<file path="config.mk">
export PLATFORM = sky130hd
export DESIGN_NAME = rss_core
export DESIGN_NICKNAME = d
export VERILOG_FILES = /design/src/rss_pkg.sv /design/src/rss_mem_if.sv /design/src/rss_file_mem.sv /design/src/rss_watchdog.sv /design/src/rss_core.sv
export SDC_FILE = /design/constraint.sdc
export NUM_CORES = 1
export LEC_CHECK = 0
export BUFFER_PORTS_ARGS = -buffer_cell sky130_fd_sc_hd__buf_2
export CORE_MARGIN = 5
export CORE_UTILIZATION = 45
export CTS_BUF_LIST = sky130_fd_sc_hd__clkbuf_8 sky130_fd_sc_hd__clkbuf_16
export DETAILED_ROUTE_END_ITERATION = 7
export GPL_TIMING_DRIVEN = 0
export PLACE_DENSITY = 0.6
export SETUP_SLACK_MARGIN = 0.5
export SYNTH_ARGS = -nofsm -noshare
export SYNTH_HDL_FRONTEND = slang
export SYNTH_SLANG_ARGS = --single-unit
</file>
<file path="constraint.sdc">
create_clock -name core_clk_in -period 5.6 [get_ports core_clk_in]
set_input_delay 0.56 -clock core_clk_in [delete_from_list [all_inputs] [get_ports core_clk_in]]
set_output_delay 0.56 -clock core_clk_in [all_outputs]
set_load 0.005 [all_outputs]
</file>
<file path="src/rss_pkg.sv">
// package: opcodes, states, register map, status layout and timing constants
package rss_pkg;

    // operations handled by this execution block
    typedef enum logic [2:0] {
        RSS_OP_NONE = 3'h0,
        RSS_OP_RETURN_WITH_LITERAL = 3'h1,
        RSS_OP_ROTATE_RIGHT_VIA_CARRY = 3'h2,
        RSS_OP_SUBTRACT_W_FROM_FILE = 3'h3,
        RSS_OP_SUBTRACT_W_FROM_IMMEDIATE = 3'h4,
        RSS_OP_SLEEP = 3'h5
    } rss_op_e;

    // execution sequencer, one-hot
    typedef enum logic [3:0] {
        RSS_ST_IDLE = 4'h1,
        RSS_ST_FILE = 4'h2,
        RSS_ST_RET2 = 4'h4,
        RSS_ST_SLEEP = 4'h8
    } rss_state_e;

    // register port offsets
    localparam logic [7:0] RSS_REG_W = 8'h00;
    localparam logic [7:0] RSS_REG_STATUS = 8'h01;
    localparam logic [7:0] RSS_REG_PC = 8'h02;
    localparam logic [7:0] RSS_REG_WDOG = 8'h03;
    localparam logic [7:0] RSS_REG_CTRL = 8'h04;

    // status register fields
    localparam int RSS_ST_C = 0;
    localparam int RSS_ST_DC = 1;
    localparam int RSS_ST_Z = 2;
    localparam int RSS_ST_PD = 3;
    localparam int RSS_ST_TO = 4;
    localparam int RSS_STATUS_BITS = 5;

    // control register fields
    localparam int RSS_CTRL_WDOG_EN = 0;

    // reset values
    localparam logic [7:0] RSS_W_RST = 8'h00;
    localparam logic [4:0] RSS_STATUS_RST = 5'h18;
    localparam logic [12:0] RSS_PC_RST = 13'h0000;
    localparam logic [7:0] RSS_WDOG_CLEAR = 8'h00;
    localparam logic [0:0] RSS_CTRL_RST = 1'h0;

    // widths
    localparam int RSS_FILE_AW = 7;
    localparam int RSS_FILE_DEPTH = 128;
    localparam int RSS_PC_W = 13;

    // watchdog time base: core clock and tick period
    localparam int RSS_CLK_HZ = 40000000;
    localparam int RSS_WDOG_TICK_US = 1;
    localparam int RSS_WDOG_TICK_CYC = RSS_CLK_HZ / 1000000 * RSS_WDOG_TICK_US;
    localparam logic [7:0] RSS_PRESCALE_LAST = 8'hFF;

endpackage : rss_pkg

</file>
<file path="src/rss_mem_if.sv">
// interface: file register memory port between core and memory
`timescale 1ns/100ps
`default_nettype none
interface rss_mem_if;
    logic [6:0] addr;
    logic [7:0] wdata;
    logic we;
    logic [7:0] rdata;

    modport core (output addr, output wdata, output we, input rdata);
    modport mem (input addr, input wdata, input we, output rdata);
endinterface : rss_mem_if
`default_nettype wire

</file>
<file path="src/rss_file_mem.sv">
// module: 128-byte file register memory with registered read data
`timescale 1ns/100ps
`default_nettype none
module rss_file_mem (
    input wire logic clk_in,     // core clock
    input wire logic rst_in,     // sync reset, high
    rss_mem_if.mem port          // core access
);
    logic [7:0] store [rss_pkg::RSS_FILE_DEPTH];
    logic [7:0] next_rdata;
    logic [7:0] rdata_q;

    // read returns the old byte when written in the same cycle
    always_comb begin
        next_rdata = store[port.addr];
    end

    // array itself has no reset, only the read register
    always_ff @(posedge clk_in) begin
        if (port.we) begin
            store[port.addr] <= port.wdata;
        end
        if (rst_in) begin
            rdata_q <= 8'h00;
        end else begin
            rdata_q <= next_rdata;
        end
    end

    assign port.rdata = rdata_q;
endmodule : rss_file_mem
`default_nettype wire

</file>
<file path="src/rss_watchdog.sv">
// module: watchdog counter with its prescaler and clear input
`timescale 1ns/100ps
`default_nettype none
module rss_watchdog (
    input wire logic clk_in,        // core clock
    input wire logic rst_in,        // sync reset, high
    input wire logic enable_in,     // count enable
    input wire logic tick_in,       // time base pulse
    input wire logic clear_in,      // clear counter and prescaler
    output logic [7:0] count_out,   // counter value
    output logic timeout_out        // overflow pulse
);
    logic [7:0] prescale;
    logic [7:0] count;
    logic [7:0] next_prescale;
    logic [7:0] next_count;
    logic next_timeout;
    logic timeout;

    // clear outranks counting so a sleep never sees a stale overflow
    always_comb begin
        next_prescale = prescale;
        next_count = count;
        next_timeout = 1'b0;
        if (clear_in) begin
            next_prescale = 8'h00;
            next_count = rss_pkg::RSS_WDOG_CLEAR;
        end else if (enable_in && tick_in) begin
            next_prescale = prescale + 8'h01;
            if (prescale == rss_pkg::RSS_PRESCALE_LAST) begin
                next_count = count + 8'h01;
                next_timeout = (count == 8'hFF);
            end
        end
    end

    // state registers
    always_ff @(posedge clk_in) begin
        if (rst_in) begin
            prescale <= 8'h00;
            count <= rss_pkg::RSS_WDOG_CLEAR;
            timeout <= 1'b0;
        end else begin
            prescale <= next_prescale;
            count <= next_count;
            timeout <= next_timeout;
        end
    end

    assign count_out = count;
    assign timeout_out = timeout;
endmodule : rss_watchdog
`default_nettype wire

</file>
<file path="src/rss_core.sv">
// module: executes return-with-literal, rotate, both subtracts and sleep
//
// Summary of operation
// - return-with-literal loads W, pops PC from stack
// - return-with-literal is one word, two cycles
// - rotate right through carry, destination bit picks
// - file minus W, steered by destination bit
// - carry and digit carry set when W fits
// - literal minus W always written to W
// - sleep clears powerdown flag, sets timeout flag
// - sleep clears watchdog counter and its prescaler
// - after sleep stay halted, oscillator stopped, until a wake level or a watchdog overflow
`timescale 1ns/100ps
`default_nettype none
module rss_core (
    input wire logic core_clk_in,            // 40 MHz core clock
    input wire logic rst_in,                 // sync reset, high
    input wire logic [7:0] bus_addr_in,      // register address
    input wire logic [7:0] bus_wdata_in,     // register write data
    input wire logic bus_wr_in,              // write strobe
    input wire logic bus_rd_in,              // read strobe
    output logic [15:0] bus_rdata_out,       // read data, cycle after strobe
    input wire logic instr_valid_in,         // instruction offered
    input wire logic [2:0] instr_op_in,      // operation code
    input wire logic [6:0] instr_file_in,    // file address
    input wire logic instr_dest_in,          // 0 to W, 1 to file
    input wire logic [7:0] instr_imm_in,     // immediate operand
    output logic instr_ready_out,            // accepts an instruction
    output logic instr_done_out,             // instruction completes
    input wire logic [12:0] stack_top_in,    // return address on stack top
    output logic stack_pop_out,              // pop pulse
    output logic [12:0] pc_out,              // program counter
    output logic [7:0] w_out,                // working register
    output logic [4:0] status_out,           // carry, dc, zero, pd, to
    output logic halted_out,                 // core halted in sleep
    output logic osc_run_out,                // main oscillator enable
    input wire logic wake_pin_in             // async wake request
);
    rss_mem_if mem_if ();

    rss_pkg::rss_state_e state;
    rss_pkg::rss_state_e next_state;
    rss_pkg::rss_op_e op_in;
    rss_pkg::rss_op_e lat_op;
    rss_pkg::rss_op_e next_lat_op;
    logic [6:0] lat_file;
    logic [6:0] next_lat_file;
    logic lat_dest;
    logic next_lat_dest;
    logic [7:0] w;
    logic [7:0] next_w;
    logic [4:0] status;
    logic [4:0] next_status;
    logic [12:0] pc;
    logic [12:0] next_pc;
    logic [0:0] ctrl;
    logic [0:0] next_ctrl;
    logic [15:0] rdata;
    logic [15:0] next_rdata;
    logic [7:0] div_cnt;
    logic [7:0] next_div_cnt;
    logic wdog_tick;
    logic wdog_clear;
    logic wdog_timeout;
    logic [7:0] wdog_count;
    logic [2:0] wake_sync;
    logic wake_level;
    logic next_wake_level;
    logic issue;
    logic [10:0] sub_res;
    logic [7:0] rot_res;

    // result byte plus carry, dc and zero of a minus b
    function automatic logic [10:0] sub_flags(input logic [7:0] a, input logic [7:0] b);
        logic [7:0] diff;
        diff = a - b;
        sub_flags = {diff, (diff == 8'h00), (b[3:0] <= a[3:0]), (b <= a)};
    endfunction : sub_flags

    assign op_in = rss_pkg::rss_op_e'(instr_op_in);
    assign issue = instr_valid_in && (state == rss_pkg::RSS_ST_IDLE);

    rss_file_mem u_mem (
        .clk_in(core_clk_in),
        .rst_in(rst_in),
        .port(mem_if.mem)
    );

    rss_watchdog u_wdog (
        .clk_in(core_clk_in),
        .rst_in(rst_in),
        .enable_in(ctrl[rss_pkg::RSS_CTRL_WDOG_EN]),
        .tick_in(wdog_tick),
        .clear_in(wdog_clear),
        .count_out(wdog_count),
        .timeout_out(wdog_timeout)
    );

    // time base divider for the watchdog prescaler
    always_comb begin
        if (div_cnt == 8'(rss_pkg::RSS_WDOG_TICK_CYC - 1)) begin
            next_div_cnt = 8'h00;
        end else begin
            next_div_cnt = div_cnt + 8'h01;
        end
        wdog_tick = (div_cnt == 8'(rss_pkg::RSS_WDOG_TICK_CYC - 1));
    end

    always_ff @(posedge core_clk_in) begin
        if (rst_in) begin
            div_cnt <= 8'h00;
        end else begin
            div_cnt <= next_div_cnt;
        end
    end

    // wake pin filter: accept a level once stages two and three agree
    always_comb begin
        next_wake_level = wake_level;
        if (wake_sync[1] == wake_sync[2]) begin
            next_wake_level = wake_sync[2];
        end
    end

    always_ff @(posedge core_clk_in) begin
        if (rst_in) begin
            wake_sync <= 3'h0;
            wake_level <= 1'b0;
        end else begin
            wake_sync <= {wake_sync[1:0], wake_pin_in};
            wake_level <= next_wake_level;
        end
    end

    // operand data: file byte arrives registered in the second cycle
    always_comb begin
        if (lat_op == rss_pkg::RSS_OP_ROTATE_RIGHT_VIA_CARRY) begin
            rot_res = {status[rss_pkg::RSS_ST_C], mem_if.rdata[7:1]};
        end else begin
            rot_res = 8'h00;
        end
        sub_res = sub_flags(mem_if.rdata, w);
    end

    // memory port: address the operand at issue, write back in the file cycle
    always_comb begin
        mem_if.addr = (state == rss_pkg::RSS_ST_FILE) ? lat_file : instr_file_in;
        mem_if.we = 1'b0;
        mem_if.wdata = 8'h00;
        if (state == rss_pkg::RSS_ST_FILE && lat_dest) begin
            mem_if.we = 1'b1;
            if (lat_op == rss_pkg::RSS_OP_ROTATE_RIGHT_VIA_CARRY) begin
                mem_if.wdata = rot_res;
            end else begin
                mem_if.wdata = sub_res[10:3];
            end
        end
    end

    // sequencer and architectural state, next values
    always_comb begin
        logic [10:0] sf;
        sf = 11'h000;
        next_state = state;
        next_lat_op = lat_op;
        next_lat_file = lat_file;
        next_lat_dest = lat_dest;
        next_w = w;
        next_status = status;
        next_pc = pc;
        next_ctrl = ctrl;
        stack_pop_out = 1'b0;
        instr_done_out = 1'b0;
        wdog_clear = 1'b0;
        // software writes first, so an instruction in the same cycle wins
        if (bus_wr_in) begin
            case (bus_addr_in)
                rss_pkg::RSS_REG_W: next_w = bus_wdata_in;
                rss_pkg::RSS_REG_STATUS: next_status = bus_wdata_in[4:0];
                rss_pkg::RSS_REG_CTRL: next_ctrl = bus_wdata_in[0:0];
                default: next_ctrl = next_ctrl;
            endcase
        end
        case (state)
            rss_pkg::RSS_ST_IDLE: begin
                if (issue) begin
                    next_lat_op = op_in;
                    next_lat_file = instr_file_in;
                    next_lat_dest = instr_dest_in;
                    case (op_in)
                        rss_pkg::RSS_OP_RETURN_WITH_LITERAL: begin
                            next_w = instr_imm_in;
                            next_pc = stack_top_in;
                            stack_pop_out = 1'b1;
                            next_state = rss_pkg::RSS_ST_RET2;
                        end
                        rss_pkg::RSS_OP_ROTATE_RIGHT_VIA_CARRY,
                        rss_pkg::RSS_OP_SUBTRACT_W_FROM_FILE: begin
                            next_state = rss_pkg::RSS_ST_FILE;
                        end
                        rss_pkg::RSS_OP_SUBTRACT_W_FROM_IMMEDIATE: begin
                            sf = sub_flags(instr_imm_in, w);
                            next_w = sf[10:3];
                            next_status[rss_pkg::RSS_ST_C] = sf[0];
                            next_status[rss_pkg::RSS_ST_DC] = sf[1];
                            next_status[rss_pkg::RSS_ST_Z] = sf[2];
                            instr_done_out = 1'b1;
                        end
                        rss_pkg::RSS_OP_SLEEP: begin
                            next_status[rss_pkg::RSS_ST_PD] = 1'b0;
                            next_status[rss_pkg::RSS_ST_TO] = 1'b1;
                            wdog_clear = 1'b1;
                            instr_done_out = 1'b1;
                            next_state = rss_pkg::RSS_ST_SLEEP;
                        end
                        default: begin
                            instr_done_out = 1'b1;
                        end
                    endcase
                end
            end
            rss_pkg::RSS_ST_FILE: begin
                if (lat_op == rss_pkg::RSS_OP_ROTATE_RIGHT_VIA_CARRY) begin
                    next_status[rss_pkg::RSS_ST_C] = mem_if.rdata[0];
                    if (!lat_dest) begin
                        next_w = rot_res;
                    end
                end else begin
                    sf = sub_res;
                    if (!lat_dest) begin
                        next_w = sf[10:3];
                    end
                    next_status[rss_pkg::RSS_ST_C] = sf[0];
                    next_status[rss_pkg::RSS_ST_DC] = sf[1];
                    next_status[rss_pkg::RSS_ST_Z] = sf[2];
                end
                instr_done_out = 1'b1;
                next_state = rss_pkg::RSS_ST_IDLE;
            end
            rss_pkg::RSS_ST_RET2: begin
                // second cycle raises done and returns to idle; no instruction is taken
                instr_done_out = 1'b1;
                next_state = rss_pkg::RSS_ST_IDLE;
            end
            rss_pkg::RSS_ST_SLEEP: begin
                // only a wake level or a watchdog overflow ends the halt
                if (wake_level || wdog_timeout) begin
                    next_state = rss_pkg::RSS_ST_IDLE;
                end
            end
            default: begin
                next_state = rss_pkg::RSS_ST_IDLE;
            end
        endcase
    end

    always_ff @(posedge core_clk_in) begin
        if (rst_in) begin
            state <= rss_pkg::RSS_ST_IDLE;
            lat_op <= rss_pkg::RSS_OP_NONE;
            lat_file <= 7'h00;
            lat_dest <= 1'b0;
            w <= rss_pkg::RSS_W_RST;
            status <= rss_pkg::RSS_STATUS_RST;
            pc <= rss_pkg::RSS_PC_RST;
            ctrl <= rss_pkg::RSS_CTRL_RST;
        end else begin
            state <= next_state;
            lat_op <= next_lat_op;
            lat_file <= next_lat_file;
            lat_dest <= next_lat_dest;
            w <= next_w;
            status <= next_status;
            pc <= next_pc;
            ctrl <= next_ctrl;
        end
    end

    // register read mux, answered one cycle after the strobe
    always_comb begin
        next_rdata = 16'h0000;
        if (bus_rd_in) begin
            case (bus_addr_in)
                rss_pkg::RSS_REG_W: next_rdata = {8'h00, w};
                rss_pkg::RSS_REG_STATUS: next_rdata = {11'h000, status};
                rss_pkg::RSS_REG_PC: next_rdata = {3'h0, pc};
                rss_pkg::RSS_REG_WDOG: next_rdata = {8'h00, wdog_count};
                rss_pkg::RSS_REG_CTRL: next_rdata = {15'h0000, ctrl};
                default: next_rdata = 16'h0000;
            endcase
        end
    end

    always_ff @(posedge core_clk_in) begin
        if (rst_in) begin
            rdata <= 16'h0000;
        end else begin
            rdata <= next_rdata;
        end
    end

    assign bus_rdata_out = rdata;
    assign instr_ready_out = (state == rss_pkg::RSS_ST_IDLE);
    assign pc_out = pc;
    assign w_out = w;
    assign status_out = status;
    assign halted_out = (state == rss_pkg::RSS_ST_SLEEP);
    assign osc_run_out = (state != rss_pkg::RSS_ST_SLEEP); // oscillator gated in sleep
endmodule : rss_core
`default_nettype wire

</file>
==> results.md <==
- Post-Synthesis Cell Area: 0.04497 mm^2
- RSZ-0062 raised after global routing: no
- Worst r2r src: state[3]
- Place WS: 0.7156 ns
- Final min period: 4.603 ns
- Flop pwr share: 0.526
- Fin crit share: 0.8219
- Post-Syn Instances: roughly 2,800
- Seq cells post-synth: 1,116
- Root buf cell: clkbuf_16
- End of the critical path: u_mem.store[22][1]
- Pleak: 20.16 nW
- Gr usage total: 0.2327
- Max-slew violations: 0
- Ys async rst share: 0
- Post-CTS Setup Bufs: 0
- CP Capture Type: flop
- Avg WL per Cell: ~28 um
- Clock Sinks: approximately 1,100
- Worst r2r dst: u_mem.store[22][1]
- Yosys cell types: 66
- Layout Nets: 3,160
- Slew at the pin closest to its max-slew limit: approximately 1.3 ns
- Min-Delay Path Class: input port to flop
- PnR worst setup slack: 0.9971 ns
- Setup violators final: 0
- Initial antenna violation count: 8
- P per Cell Area: around 330 mW/mm^2
- Post-Layout Cell Count: 4,471
- Area Overhead vs Synth: 14.26%
- Top FF cell, synth: edfxtp_1
- Cts repair resizes: 0
- Filler instances: between 8,000 and 9,000
- Grt ovf: 0
- Hold Buf Count CTS: 0
- Sequential-to-total area share from yosys stat: 0.7247
- Clk_skew: about 0.027 ns
- Total CTS buffers: 112
- CTS Buffer Depth: 3
- CORE AREA: 0.09971 mm^2
- Final Hold Viols: 0
- CTS tree: built
- DP Cell Count: roughly 4,300
- Largest net degree at the start of global routing: 89
- Initial Util: 0.4510
- Max-cap violation count: 0
- Fin Hold WS: ~0.085 ns
- Post-synth EDFFs: roughly 1,000
- Peak VDD IR: around 230 uV
- DR vias/cell: about 6
- Worst Setup SP: state[3]
- Status: complete, no violations
- Worst relative slew slack: 0.1236
- # IOs: slightly above 100
- Critical Path AT: slightly below 5 ns
- FF-to-FF path depth: 7
- Vias: ~26,000
- PortBufs: 93
- Reg clk slew, reported paths: approximately 0.060 ns
- Die X: approximately 330 um
- CP Data Required Time: 5.92 ns
- Placed inst area: roughly 0.048 mm^2
- Die height: ~330 um
- Sw frac: 0.2100
- Worst-Skew Late Latency: ~0.7 ns
- Comb pwr share: 0.039
- NetSw: about 0.0036 W
- Post-route cell area: ~0.05 mm^2
- Synth warn: 0
- DIE AREA: about 0.11 mm^2
- Synthesized area per cell: ~16 um^2
- First-pass GRT wire length: between 150 and 200 mm
- Crit Path Max Fanout: 10
- Kind of critical path: flop to flop
- H-tree depth: 3
- Startpoint Class: flop
- Pint: ~0.014 W
- GPL Wtd Cong: about 0.9
- Clock power share: 0.435
- Rows: about 120
- FMAX: 217.3 MHz
- Detailed router's first-iteration violation count: between 2,000 and 2,500
- Final wirelength: roughly 130 mm
- TritonRoute pass-1 iters: 5
- Routed Antenna Nets: 0
- R2R Setup Slk: about 1.0 ns
- Share of layout cells above drive strength 1: 0.1319
- DRC viols: 0
- DPL Wire Length: ~93 mm
- Vias in the first global route: roughly 26,000
## cells in the final DEF, fill, tap and decap left out, types with 14 or more instances in the layout
cell / instances
clkbuf_16: 113
a22oi_1: 16
nand2_1: 112
o21ai_1: 31
buf_12: 16
o22ai_1: 261
xor2_1: 17
buf_6: 24
edfxtp_1: 1024
bufinv_16: 14
nor2b_1: 15
nor2_1: 180
or4_1: 66
clkinv_1: 26
buf_2: 119
inv_1: 51
a21oi_1: 57
clkinv_2: 24
ha_1: 28
o21ai_0: 22
nand3_1: 40
buf_4: 47
dfxtp_1: 92
mux2i_1: 525
clkbuf_1: 49
## cell usage after synthesis, types with 10 or more instances
master       n  area [um^2]
o22ai_1    261         1633
nand2_1    112        420.4
mux2i_1    525         5255
o31ai_1     12        90.09
o21ai_1     31        155.2
inv_1       28        105.1
buf_6       24        270.3
clkbuf_1    50        187.7
xnor2_1     11        96.34
o21ai_0     22        110.1
buf_4       47        352.8
ha_1        28        350.3
nand2_2     12        75.07
xor2_1      17        148.9
nand3_1     40        200.2
nand3b_1    10        75.07
dfxtp_1     92         1842
or4_1       66        495.5
buf_2       26        130.1
edfxtp_1  1024        30750
a22oi_1     16        120.1
a21oi_1     57        285.3
nor2_1     186        698.2
nor2b_1     15        93.84
## routing by layer
metal / global-route usage / up-vias / wire length (um)
li1: - / 11630 / -
met1: 0.3116 / 13430 / 52420
met2: 0.3793 / 1087 / 59770
met3: 0.04235 / 229 / 9419
met4: 0.09399 / 0 / 5281
met5: 0 / - / 0
## registers in the layout (all words and copies together), names as in the netlist, 4 cells and up
register	flops
lat_file	7
u_wdog.count_out	8
state	4
u_mem.store	1024
w_out	8
u_wdog.prescale	8
pc_out	13
bus_rdata_out	13
div_cnt	8
status_out	5
u_mem.port.rdata	8
## stage by stage
stage	setup TNS [ns]	utilization	power, W
floorplan	0	-	0.009607
global placement	-2448.95	0.4721	0.009815
detailed placement	0	0.4784	0.009833
CTS	0	0.5152	0.01720
global route	0	0.5153	0.01760
finish	0	0.5153	0.01711
## power groups by stage
stage | sequential (W) | combinational, W | clock, W
detailed placement | 0.00918 | 0.000657 | 0
global placement | 0.00918 | 0.000639 | 0
floorplan | 0.00917 | 0.000437 | 0
CTS | 0.00900 | 0.000659 | 0.00754
global route | 0.00900 | 0.000701 | 0.00790
finish | 0.00900 | 0.000664 | 0.00745
## logic make-up after synthesis
group,after synthesis,synth area share
and+or+nand+nor,512,0.05782
buffers and inverters,183,0.02393
AOI/OAI and AO/OA,437,0.06021
muxes,534,0.1191
DFF,1116,0.7247
other,1,0.00008339
adders and majority gates,30,0.008681
xor gates and xnor gates,28,0.005453
## layout make-up
| type | instances | area (um^2) | area share |
|---|---|---|---|
| antenna | 3 | 7.507 | 0.0001461 |
| buffer | 154 | 968.4 | 0.01885 |
| clock buffer | 113 | 2828 | 0.05503 |
| clock inverter | 95 | 839.6 | 0.01634 |
| inverter | 29 | 108.9 | 0.002119 |
| multi-input combinational | 1544 | 11370 | 0.2212 |
| sequential | 1116 | 32590 | 0.6343 |
| tap | 1298 | 1624 | 0.03161 |
| timing repair buffer | 119 | 1049 | 0.02041 |
## worst min path at each step
stage               slack [ns]  cells past startpoint          from            to
floorplan                 0.41                      1  wake_sync[0]  wake_sync[1]
global placement          0.44                      1    div_cnt[0]    div_cnt[0]
detailed placement        0.44                      1  wake_sync[0]  wake_sync[1]
CTS                       0.05                      2   wake_pin_in  wake_sync[0]
global route              0.08                      2   wake_pin_in  wake_sync[0]
finish                    0.08                      2   wake_pin_in  wake_sync[0]
## worst max-delay path, stage by stage, from the launching register on
cell	delay [ns]
dfxtp_1	0.38
nor4b_4	0.49
clkbuf_1	0.50
nand2_1	0.62
nor2_1	0.41
nand3_1	0.42
clkbuf_2	0.60
nor2_1	0.78
Power figures use the tool's default switching activity.
